`src/verilog/sc3_defs.svh`:
```
// constants for the sinc3 decimation filter block
// assumes the core clock is the converter master clock
`ifndef SC3_DEFS_SVH
`define SC3_DEFS_SVH
`define SC3_MOD_LAST    7'h7f
`define SC3_DIV64_LAST  6'h3f
`define SC3_DIV32_LAST  5'h1f
`define SC3_DIV8_LAST   3'h7
`define SC3_GAIN_1      2'h0
`define SC3_GAIN_2      2'h1
`define SC3_N_0         9'h180
`define SC3_N_1         9'h140
`define SC3_N_2         9'h04d
`define SC3_N_3         9'h026
`define SC3_N3(n)       ({55'h0, n} * {55'h0, n} * {55'h0, n})
`define SC3_K(n)        ((64'h1_0000_0000 * 64'h69) / (64'h64 * `SC3_N3(n)))
`define SC3_BIP_MID     33'sh8000
`define SC3_CODE_MAX    16'hffff
`define SC3_SETTLE_SYNC 3'h3
`define SC3_SETTLE_STEP 3'h4
`define SC3_CNT_MAX     3'h7
`define SC3_AW          12
`define SC3_ADDR_CTRL   12'h000
`define SC3_ADDR_STAT   12'h004
`define SC3_ADDR_DATA   12'h008
`define SC3_CTRL_W      6
`define SC3_CTRL_RST    6'h00
`define SC3_STAT_RDY    0
`define SC3_STAT_SET    1
`define SC3_STAT_OVR    2
`define SC3_RESP_OKAY   2'h0
`define SC3_RESP_SLVERR 2'h2
`endif

```
`src/verilog/sc3_pkg.sv`:
```
// types shared by the sinc3 decimation filter block
// layout of the control struct follows the control register bits
package sc3_pkg;
    typedef struct packed {
        logic       sync;
        logic [1:0] gain;
        logic       unipolar;
        logic [1:0] notch;
    } sc3_ctrl_s;
    typedef logic [15:0] sc3_word_t;
endpackage : sc3_pkg

```
`src/verilog/sc3_filter.sv`:
```
// sinc3 decimation filter with sampling strobes, output fifo and axi4-lite registers
// assumes the modulator bit is produced on the core clock and depth is a power of two
// Functional notes
// - the modulator strobe fires once every 128 core clocks whatever the gain
// - input sampling strobes run at clock/64, /32 and /8 for gains 1, 2 and 32/128
// - the reference sampling strobe runs at clock/64 for every gain
// - the filter is three cascaded moving sums of length N normalised by 1/N each
// - one output word is made every N modulator cycles, N being the decimation
// - the output word rate equals the first notch frequency
// - the two notch-select bits pick N only and leave the filter structure alone
// - notches fall at multiples of the first notch with deep attenuation
// - after an unsynchronised gain or notch change the first three words are dropped
// - after a filter sync restart the third word is the first delivered
// - internal widths keep 5 percent headroom above full scale; only the integrators wrap
// - the polarity bit changes only the output coding, not sampling or filtering
// - at 2.4576 MHz the notch choices span 50 Hz to 500 Hz
`timescale 1ns/1ps
`include "sc3_defs.svh"

module sc3_fifo #(
    parameter int W = 16,
    parameter int D = 4
) (
    input  wire logic         i_clk,
    input  wire logic         i_rst_n,
    input  wire logic         i_valid,
    output logic              o_ready,
    input  wire logic [W-1:0] i_data,
    output logic              o_valid,
    input  wire logic         i_ready,
    output logic [W-1:0]      o_data
);
    localparam int AW = $clog2(D);
    logic [W-1:0] mem_q [D];
    logic [AW:0]  wp_q;
    logic [AW:0]  wp_d;
    logic [AW:0]  rp_q;
    logic [AW:0]  rp_d;
    logic         push;
    logic         pop;

    assign o_ready = !((wp_q[AW] != rp_q[AW]) && (wp_q[AW-1:0] == rp_q[AW-1:0]));
    assign o_valid = (wp_q != rp_q);
    assign o_data  = mem_q[rp_q[AW-1:0]];
    assign push    = i_valid && o_ready;
    assign pop     = o_valid && i_ready;

    always_comb begin
        wp_d = wp_q;
        rp_d = rp_q;
        if (push) begin
            wp_d = wp_q + 1'b1;
        end
        if (pop) begin
            rp_d = rp_q + 1'b1;
        end
    end

    always_ff @(posedge i_clk) begin
        if (!i_rst_n) begin
            wp_q <= '0;
            rp_q <= '0;
        end else begin
            wp_q <= wp_d;
            rp_q <= rp_d;
        end
    end

    always_ff @(posedge i_clk) begin
        if (push) begin
            mem_q[wp_q[AW-1:0]] <= i_data;
        end
    end
endmodule : sc3_fifo

module sc3_filter (
    input  wire logic                   i_core_clk,
    input  wire logic                   i_rst_n,
    input  wire logic                   i_mod_bit,
    output logic                        o_mod_stb,
    output logic                        o_in_samp_stb,
    output logic                        o_ref_samp_stb,
    output logic                        o_data_ready,
    output sc3_pkg::sc3_word_t          o_word,
    input  wire logic                   i_s_axi_awvalid,
    output logic                        o_s_axi_awready,
    input  wire logic [`SC3_AW-1:0]     i_s_axi_awaddr,
    input  wire logic                   i_s_axi_wvalid,
    output logic                        o_s_axi_wready,
    input  wire logic [31:0]            i_s_axi_wdata,
    input  wire logic [3:0]             i_s_axi_wstrb,
    output logic                        o_s_axi_bvalid,
    input  wire logic                   i_s_axi_bready,
    output logic [1:0]                  o_s_axi_bresp,
    input  wire logic                   i_s_axi_arvalid,
    output logic                        o_s_axi_arready,
    input  wire logic [`SC3_AW-1:0]     i_s_axi_araddr,
    output logic                        o_s_axi_rvalid,
    input  wire logic                   i_s_axi_rready,
    output logic [31:0]                 o_s_axi_rdata,
    output logic [1:0]                  o_s_axi_rresp
);
    import sc3_pkg::*;

    function automatic logic [8:0] sc3_n(input logic [1:0] sel);
        case (sel)
            2'h0:    return `SC3_N_0;
            2'h1:    return `SC3_N_1;
            2'h2:    return `SC3_N_2;
            default: return `SC3_N_3;
        endcase
    endfunction : sc3_n

    function automatic logic [29:0] sc3_n3(input logic [1:0] sel);
        logic [63:0] t;
        t = `SC3_N3(sc3_n(sel));
        return t[29:0];
    endfunction : sc3_n3

    // reciprocal of N^3 scaled so that full modulator density is 1.05 of full scale
    function automatic logic [17:0] sc3_k(input logic [1:0] sel);
        logic [63:0] t;
        case (sel)
            2'h0:    t = `SC3_K(`SC3_N_0);
            2'h1:    t = `SC3_K(`SC3_N_1);
            2'h2:    t = `SC3_K(`SC3_N_2);
            default: t = `SC3_K(`SC3_N_3);
        endcase
        return t[17:0];
    endfunction : sc3_k

    function automatic logic [1:0] sc3_resp(input logic [`SC3_AW-1:0] a, input logic wr);
        if (a == `SC3_ADDR_CTRL || a == `SC3_ADDR_STAT || (a == `SC3_ADDR_DATA && !wr)) begin
            return `SC3_RESP_OKAY;
        end
        return `SC3_RESP_SLVERR;
    endfunction : sc3_resp

    logic [6:0]         div_q;
    logic [6:0]         div_d;
    sc3_ctrl_s          ctrl_q;
    sc3_ctrl_s          ctrl_d;
    sc3_ctrl_s          new_ctrl;
    logic [2:0]         scnt_q;
    logic [2:0]         scnt_d;
    logic [2:0]         need_q;
    logic [2:0]         need_d;
    logic               ovr_q;
    logic               ovr_d;
    logic [27:0]        int_q [3];
    logic [27:0]        int_d [3];
    logic [27:0]        dly_q [3];
    logic [27:0]        dly_d [3];
    logic [27:0]        cmb [4];
    logic [8:0]         dec_q;
    logic [8:0]         dec_d;
    logic [26:0]        sum_q;
    logic [26:0]        sum_d;
    logic               sum_vld_q;
    logic               sum_vld_d;
    sc3_word_t          word_q;
    sc3_word_t          word_d;
    logic               word_vld_q;
    logic               word_vld_d;
    sc3_word_t          hold_q;
    sc3_word_t          hold_d;
    logic               hold_vld_q;
    logic               hold_vld_d;
    logic               aw_hold_q;
    logic               aw_hold_d;
    logic [`SC3_AW-1:0] awaddr_q;
    logic [`SC3_AW-1:0] awaddr_d;
    logic               w_hold_q;
    logic               w_hold_d;
    logic [31:0]        wdata_q;
    logic [31:0]        wdata_d;
    logic               wstrb0_q;
    logic               wstrb0_d;
    logic               bvalid_q;
    logic               bvalid_d;
    logic [1:0]         bresp_q;
    logic [1:0]         bresp_d;
    logic               rvalid_q;
    logic               rvalid_d;
    logic [31:0]        rdata_q;
    logic [31:0]        rdata_d;
    logic [1:0]         rresp_q;
    logic [1:0]         rresp_d;
    logic               do_wr;
    logic               wr_ctrl;
    logic               rd_pop;
    logic               dec_fire;
    logic               push_ok;
    logic               settled;
    logic               fifo_ready;
    logic               fifo_valid;
    sc3_word_t          fifo_data;
    logic signed [29:0] s_val;
    logic signed [48:0] p_val;
    logic signed [32:0] v_val;

    // strobe generation
    assign div_d          = div_q + 7'h1;
    assign o_mod_stb      = (div_q == `SC3_MOD_LAST);
    assign o_ref_samp_stb = (div_q[5:0] == `SC3_DIV64_LAST);
    always_comb begin
        case (ctrl_q.gain)
            `SC3_GAIN_1: o_in_samp_stb = (div_q[5:0] == `SC3_DIV64_LAST);
            `SC3_GAIN_2: o_in_samp_stb = (div_q[4:0] == `SC3_DIV32_LAST);
            default:     o_in_samp_stb = (div_q[2:0] == `SC3_DIV8_LAST);
        endcase
    end

    // bus handshakes
    assign o_s_axi_awready = !aw_hold_q && !bvalid_q;
    assign o_s_axi_wready  = !w_hold_q && !bvalid_q;
    assign o_s_axi_arready = !rvalid_q;
    assign o_s_axi_bvalid  = bvalid_q;
    assign o_s_axi_bresp   = bresp_q;
    assign o_s_axi_rvalid  = rvalid_q;
    assign o_s_axi_rdata   = rdata_q;
    assign o_s_axi_rresp   = rresp_q;
    assign do_wr           = aw_hold_q && w_hold_q && !bvalid_q;
    assign wr_ctrl         = do_wr && awaddr_q == `SC3_ADDR_CTRL && wstrb0_q;
    assign new_ctrl        = sc3_ctrl_s'(wdata_q[`SC3_CTRL_W-1:0]);
    assign settled         = (scnt_q >= need_q);
    assign o_data_ready    = fifo_valid;
    assign o_word          = word_q;

    always_comb begin
        aw_hold_d = aw_hold_q;
        awaddr_d  = awaddr_q;
        w_hold_d  = w_hold_q;
        wdata_d   = wdata_q;
        wstrb0_d  = wstrb0_q;
        bvalid_d  = bvalid_q;
        bresp_d   = bresp_q;
        rvalid_d  = rvalid_q;
        rdata_d   = rdata_q;
        rresp_d   = rresp_q;
        rd_pop    = 1'b0;
        if (i_s_axi_awvalid && o_s_axi_awready) begin
            aw_hold_d = 1'b1;
            awaddr_d  = i_s_axi_awaddr;
        end
        if (i_s_axi_wvalid && o_s_axi_wready) begin
            w_hold_d = 1'b1;
            wdata_d  = i_s_axi_wdata;
            wstrb0_d = i_s_axi_wstrb[0];
        end
        if (do_wr) begin
            aw_hold_d = 1'b0;
            w_hold_d  = 1'b0;
            bvalid_d  = 1'b1;
            bresp_d   = sc3_resp(awaddr_q, 1'b1);
        end else if (bvalid_q && i_s_axi_bready) begin
            bvalid_d = 1'b0;
        end
        if (rvalid_q) begin
            if (i_s_axi_rready) begin
                rvalid_d = 1'b0;
            end
        end else if (i_s_axi_arvalid) begin
            rvalid_d = 1'b1;
            rresp_d  = sc3_resp(i_s_axi_araddr, 1'b0);
            rdata_d  = 32'h0;
            case (i_s_axi_araddr)
                `SC3_ADDR_CTRL: rdata_d[`SC3_CTRL_W-1:0] = ctrl_q;
                `SC3_ADDR_STAT: begin
                    rdata_d[`SC3_STAT_RDY] = fifo_valid;
                    rdata_d[`SC3_STAT_SET] = settled;
                    rdata_d[`SC3_STAT_OVR] = ovr_q;
                end
                `SC3_ADDR_DATA: begin
                    rdata_d[15:0] = fifo_valid ? fifo_data : 16'h0;
                    rd_pop        = fifo_valid;
                end
                default: rdata_d = 32'h0;
            endcase
        end
    end

    // control, settling and overrun state
    always_comb begin
        ctrl_d = ctrl_q;
        scnt_d = scnt_q;
        need_d = need_q;
        ovr_d  = ovr_q;
        if (wr_ctrl) begin
            ctrl_d = new_ctrl;
            // a polarity change alone keeps the filter running and settled
            if (new_ctrl.gain != ctrl_q.gain || new_ctrl.notch != ctrl_q.notch) begin
                scnt_d = 3'h0;
                need_d = `SC3_SETTLE_STEP;
            end
            if (new_ctrl.sync || ctrl_q.sync) begin
                scnt_d = 3'h0;
                need_d = `SC3_SETTLE_SYNC;
            end
        end else if (word_vld_q && scnt_q != `SC3_CNT_MAX) begin
            scnt_d = scnt_q + 3'h1;
        end
        if (do_wr && awaddr_q == `SC3_ADDR_STAT && wstrb0_q && wdata_q[`SC3_STAT_OVR]) begin
            ovr_d = 1'b0;
        end
        // set wins over the clear in the same cycle
        if (word_vld_q && push_ok && hold_vld_q && !fifo_ready) begin
            ovr_d = 1'b1;
        end
    end

    // sinc3 datapath: integrators on the modulator strobe, combs at decimation
    assign dec_fire = o_mod_stb && !ctrl_q.sync && (dec_q >= sc3_n(ctrl_q.notch) - 9'h1);
    assign cmb[0]   = int_q[2];
    generate
        for (genvar g = 0; g < 3; g++) begin : g_comb
            assign cmb[g+1] = cmb[g] - dly_q[g];
        end
    endgenerate

    always_comb begin
        int_d     = int_q;
        dly_d     = dly_q;
        dec_d     = dec_q;
        sum_d     = sum_q;
        sum_vld_d = 1'b0;
        if (ctrl_q.sync) begin
            int_d = '{default: 28'h0};
            dly_d = '{default: 28'h0};
            dec_d = 9'h0;
        end else if (o_mod_stb) begin
            // modular arithmetic: wrap in the integrators cancels in the combs
            int_d[0] = int_q[0] + {27'h0, i_mod_bit};
            int_d[1] = int_q[1] + int_q[0];
            int_d[2] = int_q[2] + int_q[1];
            dec_d    = dec_fire ? 9'h0 : dec_q + 9'h1;
            if (dec_fire) begin
                dly_d     = '{cmb[0], cmb[1], cmb[2]};
                sum_d     = cmb[3][26:0];
                sum_vld_d = 1'b1;
            end
        end
    end

    // scale by 1/N^3 and code; headroom lets full density land beyond full scale
    always_comb begin
        s_val = $signed({2'h0, sum_q, 1'b0}) - $signed(sc3_n3(ctrl_q.notch));
        p_val = s_val * $signed({1'b0, sc3_k(ctrl_q.notch)});
        if (ctrl_q.unipolar) begin
            v_val = p_val[48:16];
        end else begin
            v_val = $signed(p_val[48:17]) + `SC3_BIP_MID;
        end
        word_d     = word_q;
        word_vld_d = sum_vld_q;
        if (sum_vld_q) begin
            if (v_val < 0) begin
                word_d = 16'h0;
            end else if (v_val > $signed({17'h0, `SC3_CODE_MAX})) begin
                word_d = `SC3_CODE_MAX;
            end else begin
                word_d = v_val[15:0];
            end
        end
    end

    // holding stage ahead of the fifo; the modulator cannot be stalled, so a full
    // fifo makes the held word be overwritten and flagged
    assign push_ok = (scnt_q >= need_q - 3'h1);
    always_comb begin
        hold_d     = hold_q;
        hold_vld_d = hold_vld_q && !fifo_ready;
        if (word_vld_q && push_ok) begin
            hold_d     = word_q;
            hold_vld_d = 1'b1;
        end
    end

    sc3_fifo #(
        .W (16),
        .D (4)
    ) u_fifo (
        .i_clk   (i_core_clk),
        .i_rst_n (i_rst_n),
        .i_valid (hold_vld_q),
        .o_ready (fifo_ready),
        .i_data  (hold_q),
        .o_valid (fifo_valid),
        .i_ready (rd_pop),
        .o_data  (fifo_data)
    );

    always_ff @(posedge i_core_clk) begin
        if (!i_rst_n) begin
            div_q      <= 7'h0;
            ctrl_q     <= sc3_ctrl_s'(`SC3_CTRL_RST);
            scnt_q     <= 3'h0;
            need_q     <= `SC3_SETTLE_SYNC;
            ovr_q      <= 1'b0;
            int_q      <= '{default: 28'h0};
            dly_q      <= '{default: 28'h0};
            dec_q      <= 9'h0;
            sum_q      <= 27'h0;
            sum_vld_q  <= 1'b0;
            word_q     <= 16'h0;
            word_vld_q <= 1'b0;
            hold_q     <= 16'h0;
            hold_vld_q <= 1'b0;
            aw_hold_q  <= 1'b0;
            awaddr_q   <= '0;
            w_hold_q   <= 1'b0;
            wdata_q    <= 32'h0;
            wstrb0_q   <= 1'b0;
            bvalid_q   <= 1'b0;
            bresp_q    <= `SC3_RESP_OKAY;
            rvalid_q   <= 1'b0;
            rdata_q    <= 32'h0;
            rresp_q    <= `SC3_RESP_OKAY;
        end else begin
            div_q      <= div_d;
            ctrl_q     <= ctrl_d;
            scnt_q     <= scnt_d;
            need_q     <= need_d;
            ovr_q      <= ovr_d;
            int_q      <= int_d;
            dly_q      <= dly_d;
            dec_q      <= dec_d;
            sum_q      <= sum_d;
            sum_vld_q  <= sum_vld_d;
            word_q     <= word_d;
            word_vld_q <= word_vld_d;
            hold_q     <= hold_d;
            hold_vld_q <= hold_vld_d;
            aw_hold_q  <= aw_hold_d;
            awaddr_q   <= awaddr_d;
            w_hold_q   <= w_hold_d;
            wdata_q    <= wdata_d;
            wstrb0_q   <= wstrb0_d;
            bvalid_q   <= bvalid_d;
            bresp_q    <= bresp_d;
            rvalid_q   <= rvalid_d;
            rdata_q    <= rdata_d;
            rresp_q    <= rresp_d;
        end
    end
endmodule : sc3_filter

```
`config.mk`:
```
export PLATFORM = sky130hd
export DESIGN_NAME = sc3_filter
export DESIGN_NICKNAME = d
export VERILOG_FILES = /design/src/verilog/sc3_pkg.sv /design/src/verilog/sc3_filter.sv
export VERILOG_INCLUDE_DIRS = /design/src /design/src/verilog
export SDC_FILE = /design/constraint.sdc
export NUM_CORES = 2
export LEC_CHECK = 0
export ABC_AREA = 1
export ABC_CLOCK_PERIOD_IN_PS = 33300
export CORE_MARGIN = 5
export CORE_UTILIZATION = 52
export DETAILED_ROUTE_END_ITERATION = 6
export DONT_BUFFER_PORTS = 1
export HOLD_SLACK_MARGIN = 0.02
export MAX_ROUTING_LAYER = met4
export PLACE_DENSITY_LB_ADDON = 0.3
export SETUP_SLACK_MARGIN = 0.15
export SYNTH_ARGS = -nofsm -noshare
export SYNTH_HDL_FRONTEND = slang
export SYNTH_SLANG_ARGS = --single-unit
```
`constraint.sdc`:
```
create_clock -name i_core_clk -period 33.3 [get_ports i_core_clk]
set_clock_uncertainty 0.05 [all_clocks]
set_input_delay 3.33 -clock i_core_clk [delete_from_list [all_inputs] [get_ports i_core_clk]]
set_output_delay 3.33 -clock i_core_clk [all_outputs]
set_load 0.005 [all_outputs]
```
==> run_results.csv <==
group,metric,value,unit
outcome,outcome,"completed",
die,rows,99,
detailed_routing,wl_per_cell,15.7,um
clock_tree,cts.repair.resized,0,
global_routing,use_met2,42.3,%
detailed_routing,drc,0,
final_layout,drive_gt1_share,4.32,%
placed_design,place.gp.congestion,0.966,
worst_setup_path,start_kind,"register",
sta,maxSlewViolCount,0,
die,fp.dieW,280,um
worst_setup_path,worst_path_most_repeated_cell,"nand2_1",
die,die-area,78200,um2
hold_path,hold_path_class,"reg2reg",
sta,finalCriticalPeriod,13.14,ns
pwr,ir_drop,0.133,mV
global_routing,grt_pass1_vias,31100,
placed_design,hpwl,75200,um
clock_tree,numCtsBuffers,38,
detailed_routing,vias_per_cell,5.21,
synthesis,synthFlopType,"dfxtp_1",
synthesis,avgSynthCellArea,7.64,um2
clock_tree,holdBufCountCts,0,
sta,setup_ws,20.16,ns
final_layout,stdcell_area,39900,um2
synthesis,yosysSeqAreaShare,21.0,%
sta,setup_viol,0,
placed_design,place_ws,20.26,ns
global_routing,top_usage_layer,"met2",
synthesis,yosysWarnings,0,
sta,tightest_slew,1.10,ns
job,maxCapViolations,0,
synthesis,synth.distinct_cells,75,
worst_setup_path,crit_required,33.64,ns
global_routing,grt_first_pass_wirelength,153000,um
die,start_util,52.1,%
clock_tree,cts_sinks,365,
worst_setup_path,slowest_stage,"dfxtp_1",
placed_design,dpl-instance-area,38700,um2
worst_setup_path,cp.arrival,13.48,ns
final_layout,n_antenna_cell,0,
final_layout,final_common_cell,"inv_1",
worst_setup_path,endpoint_kind,"register",
clock_tree,cts_tree,"done",
global_routing,overflow,0,
worst_setup_path,critical_path_class,"reg2reg",
sta,relSlewSlack,26.4,%
pwr,finalPower,2.23,mW
sta,hold_violations,0,
detailed_routing,dr.pass1.iters,5,
synthesis,postSynth.asyncResetShare,0,%
synthesis,synthCells,4950,
synthesis,ys_seq_elements,365,
final_layout,final_cell_mix,"inv_1, nand2_1, nor2_1",
clock_tree,h-tree-depth,2,
global_routing,antenna_found_initial,0,
global_routing,grt_start_max_net_pins,100,
detailed_routing,wirelength,92300,um
clock_tree,post_cts_buffers,0,
final_layout,area_growth,5.59,%
detailed_routing,drt_iter0_drc,1612,
final_layout,finalNetCount,5732,
die,num_io_pins,129,
synthesis,synth_area,37800,um2
global_routing,grt_util_met1,29.4,%
sta,rsz0062_at_grt,"false",
placed_design,portBuffers,0,
sta,fmax,0.0761,GHz
detailed_routing,vias,30700,
clock_tree,clkTransAtPathRegs,0.07,ns
clock_tree,cts-root-buf,"clkbuf_16",
die,core-area,72600,um2
die,fp.dieH,280,um
sta,finalSetupTns,0,ns
global_routing,use_met3,3.04,%
worst_setup_path,path_max_fanout,33,
global_routing,track_usage,24.3,%
clock_tree,clk_latency,0.56,ns
pwr,p_leak,20.0,nW
final_layout,final_util,55.0,%
clock_tree,clk_path_buf_depth,3,
worst_setup_path,slowest_delay,0.81,ns
sta,min_period_over_period,39.5,%
pwr,powerDensity,55.7,nW/um2
synthesis,synth_edf_count,64,
detailed_routing,ant_nets,0,
per-stage QoR:
step	hold WS, ns	std cells
after floorplan	0.361	4969
after global placement	0.381	5823
after detailed placement	0.387	5823
after CTS	0.401	5891
after global routing	0.428	5891
final	0.398	5891
cell usage after synthesis (all sizes together) (3+ instances only):
master  count  area share, %
o31ai       5           0.14
o221ai      6           0.14
nand3     138            1.9
o211ai     15           0.30
xnor2      67            1.6
a21o        9           0.18
nor4       20           0.37
a211oi      9           0.18
ha        413             14
a21oi     418            5.7
nand2     737            7.5
nor2      548            5.7
inv      1029             10
o22ai      19           0.31
o21ai     351            4.7
nand3b      4           0.11
a221oi      3          0.069
o21a       15           0.30
xor2      122            2.9
or2        20           0.33
a31oi      16           0.26
nor3       45           0.69
dfxtp     301             16
buf        31           0.55
o21bai     24           0.50
a21boi     12           0.25
nand4      26           0.49
fa        347             18
clkbuf     98           0.97
clkinv     13           0.13
edfxtp     64            5.1
worst max-delay path, delay by kind of cell, from the launching register on:
family | cells | cell delay [ns]
xor+xnor | 2 | 0.94
simple gates | 23 | 3.13
flops | 1 | 0.81
compound gates | 7 | 1.32
fa+ha+maj | 11 | 5.36
buf+inv | 11 | 1.32
worst paths after layout:
kind | startpoint | end | slack [ns] | cells after the start
max | ctrl_q[1]$_SDFFE_PN0P_ | o_word[1]$_SDFFE_PN0P_ | 20.16 | 54
min | div_q[0]$_SDFF_PN0_ | div_q[0]$_SDFF_PN0_ | 0.40 | 1
max reg2reg | ctrl_q[1]$_SDFFE_PN0P_ | o_word[1]$_SDFFE_PN0P_ | 20.16 | 54
min reg2reg | div_q[0]$_SDFF_PN0_ | div_q[0]$_SDFF_PN0_ | 0.40 | 1
metal layers:
layer | wire [um] | vias to the layer above
li1 | - | 15500
met1 | 39100 | 14400
met2 | 45600 | 632
met3 | 4120 | 205
met4 | 3510 | 0
met5 | 0 | -
flip-flops by register name (all words and copies together) (netlist names), 6 cells and up, named ones only:
| register | count |
|---|---|
| cmb | 27 |
| sum_q | 27 |
| o_s_axi_rdata | 16 |
| o_word | 16 |
| u_fifo.mem_q | 64 |
| ctrl_q | 6 |
| wdata_q | 6 |
| div_q | 7 |
| hold_q | 16 |
| awaddr_q | 12 |
| int_q | 54 |
| dec_q | 9 |
| dly_q | 81 |
layout make-up:
class | instances | area, um2
sequential | 365 | 7950
fill | 6886 | 32600
tap | 959 | 1200
multi-input combinational | 3433 | 25500
clock inverter | 10 | 86.3
timing repair buffer | 24 | 180
inverter | 1042 | 3910
clock buffer | 58 | 1130
kinds of logic (layout without fill, tap and decap cells):
family | count (synthesis) | after routing | synth area share [%]
AOI/OAI and AO/OA | 915 | 915 | 13.3
xor gates and xnor gates | 189 | 189 | 4.45
adders and majority gates | 762 | 762 | 32.1
buffers and inverters | 1171 | 1134 | 11.9
DFF | 365 | 365 | 21.0
muxes | 1 | 1 | 0.0265
other | 2 | 21 | 0.0199
and+or+nand+nor | 1545 | 1545 | 17.2
where the power goes:
part	total (mW)	switching, mW	leakage [nW]	internal, mW
combinational	1.35	0.923	16.5	0.430
clock	0.420	0.178	0.602	0.242
sequential	0.453	0.00217	2.92	0.451
total	2.23	1.10	20.0	1.12
(Power assumes the default switching activity.)
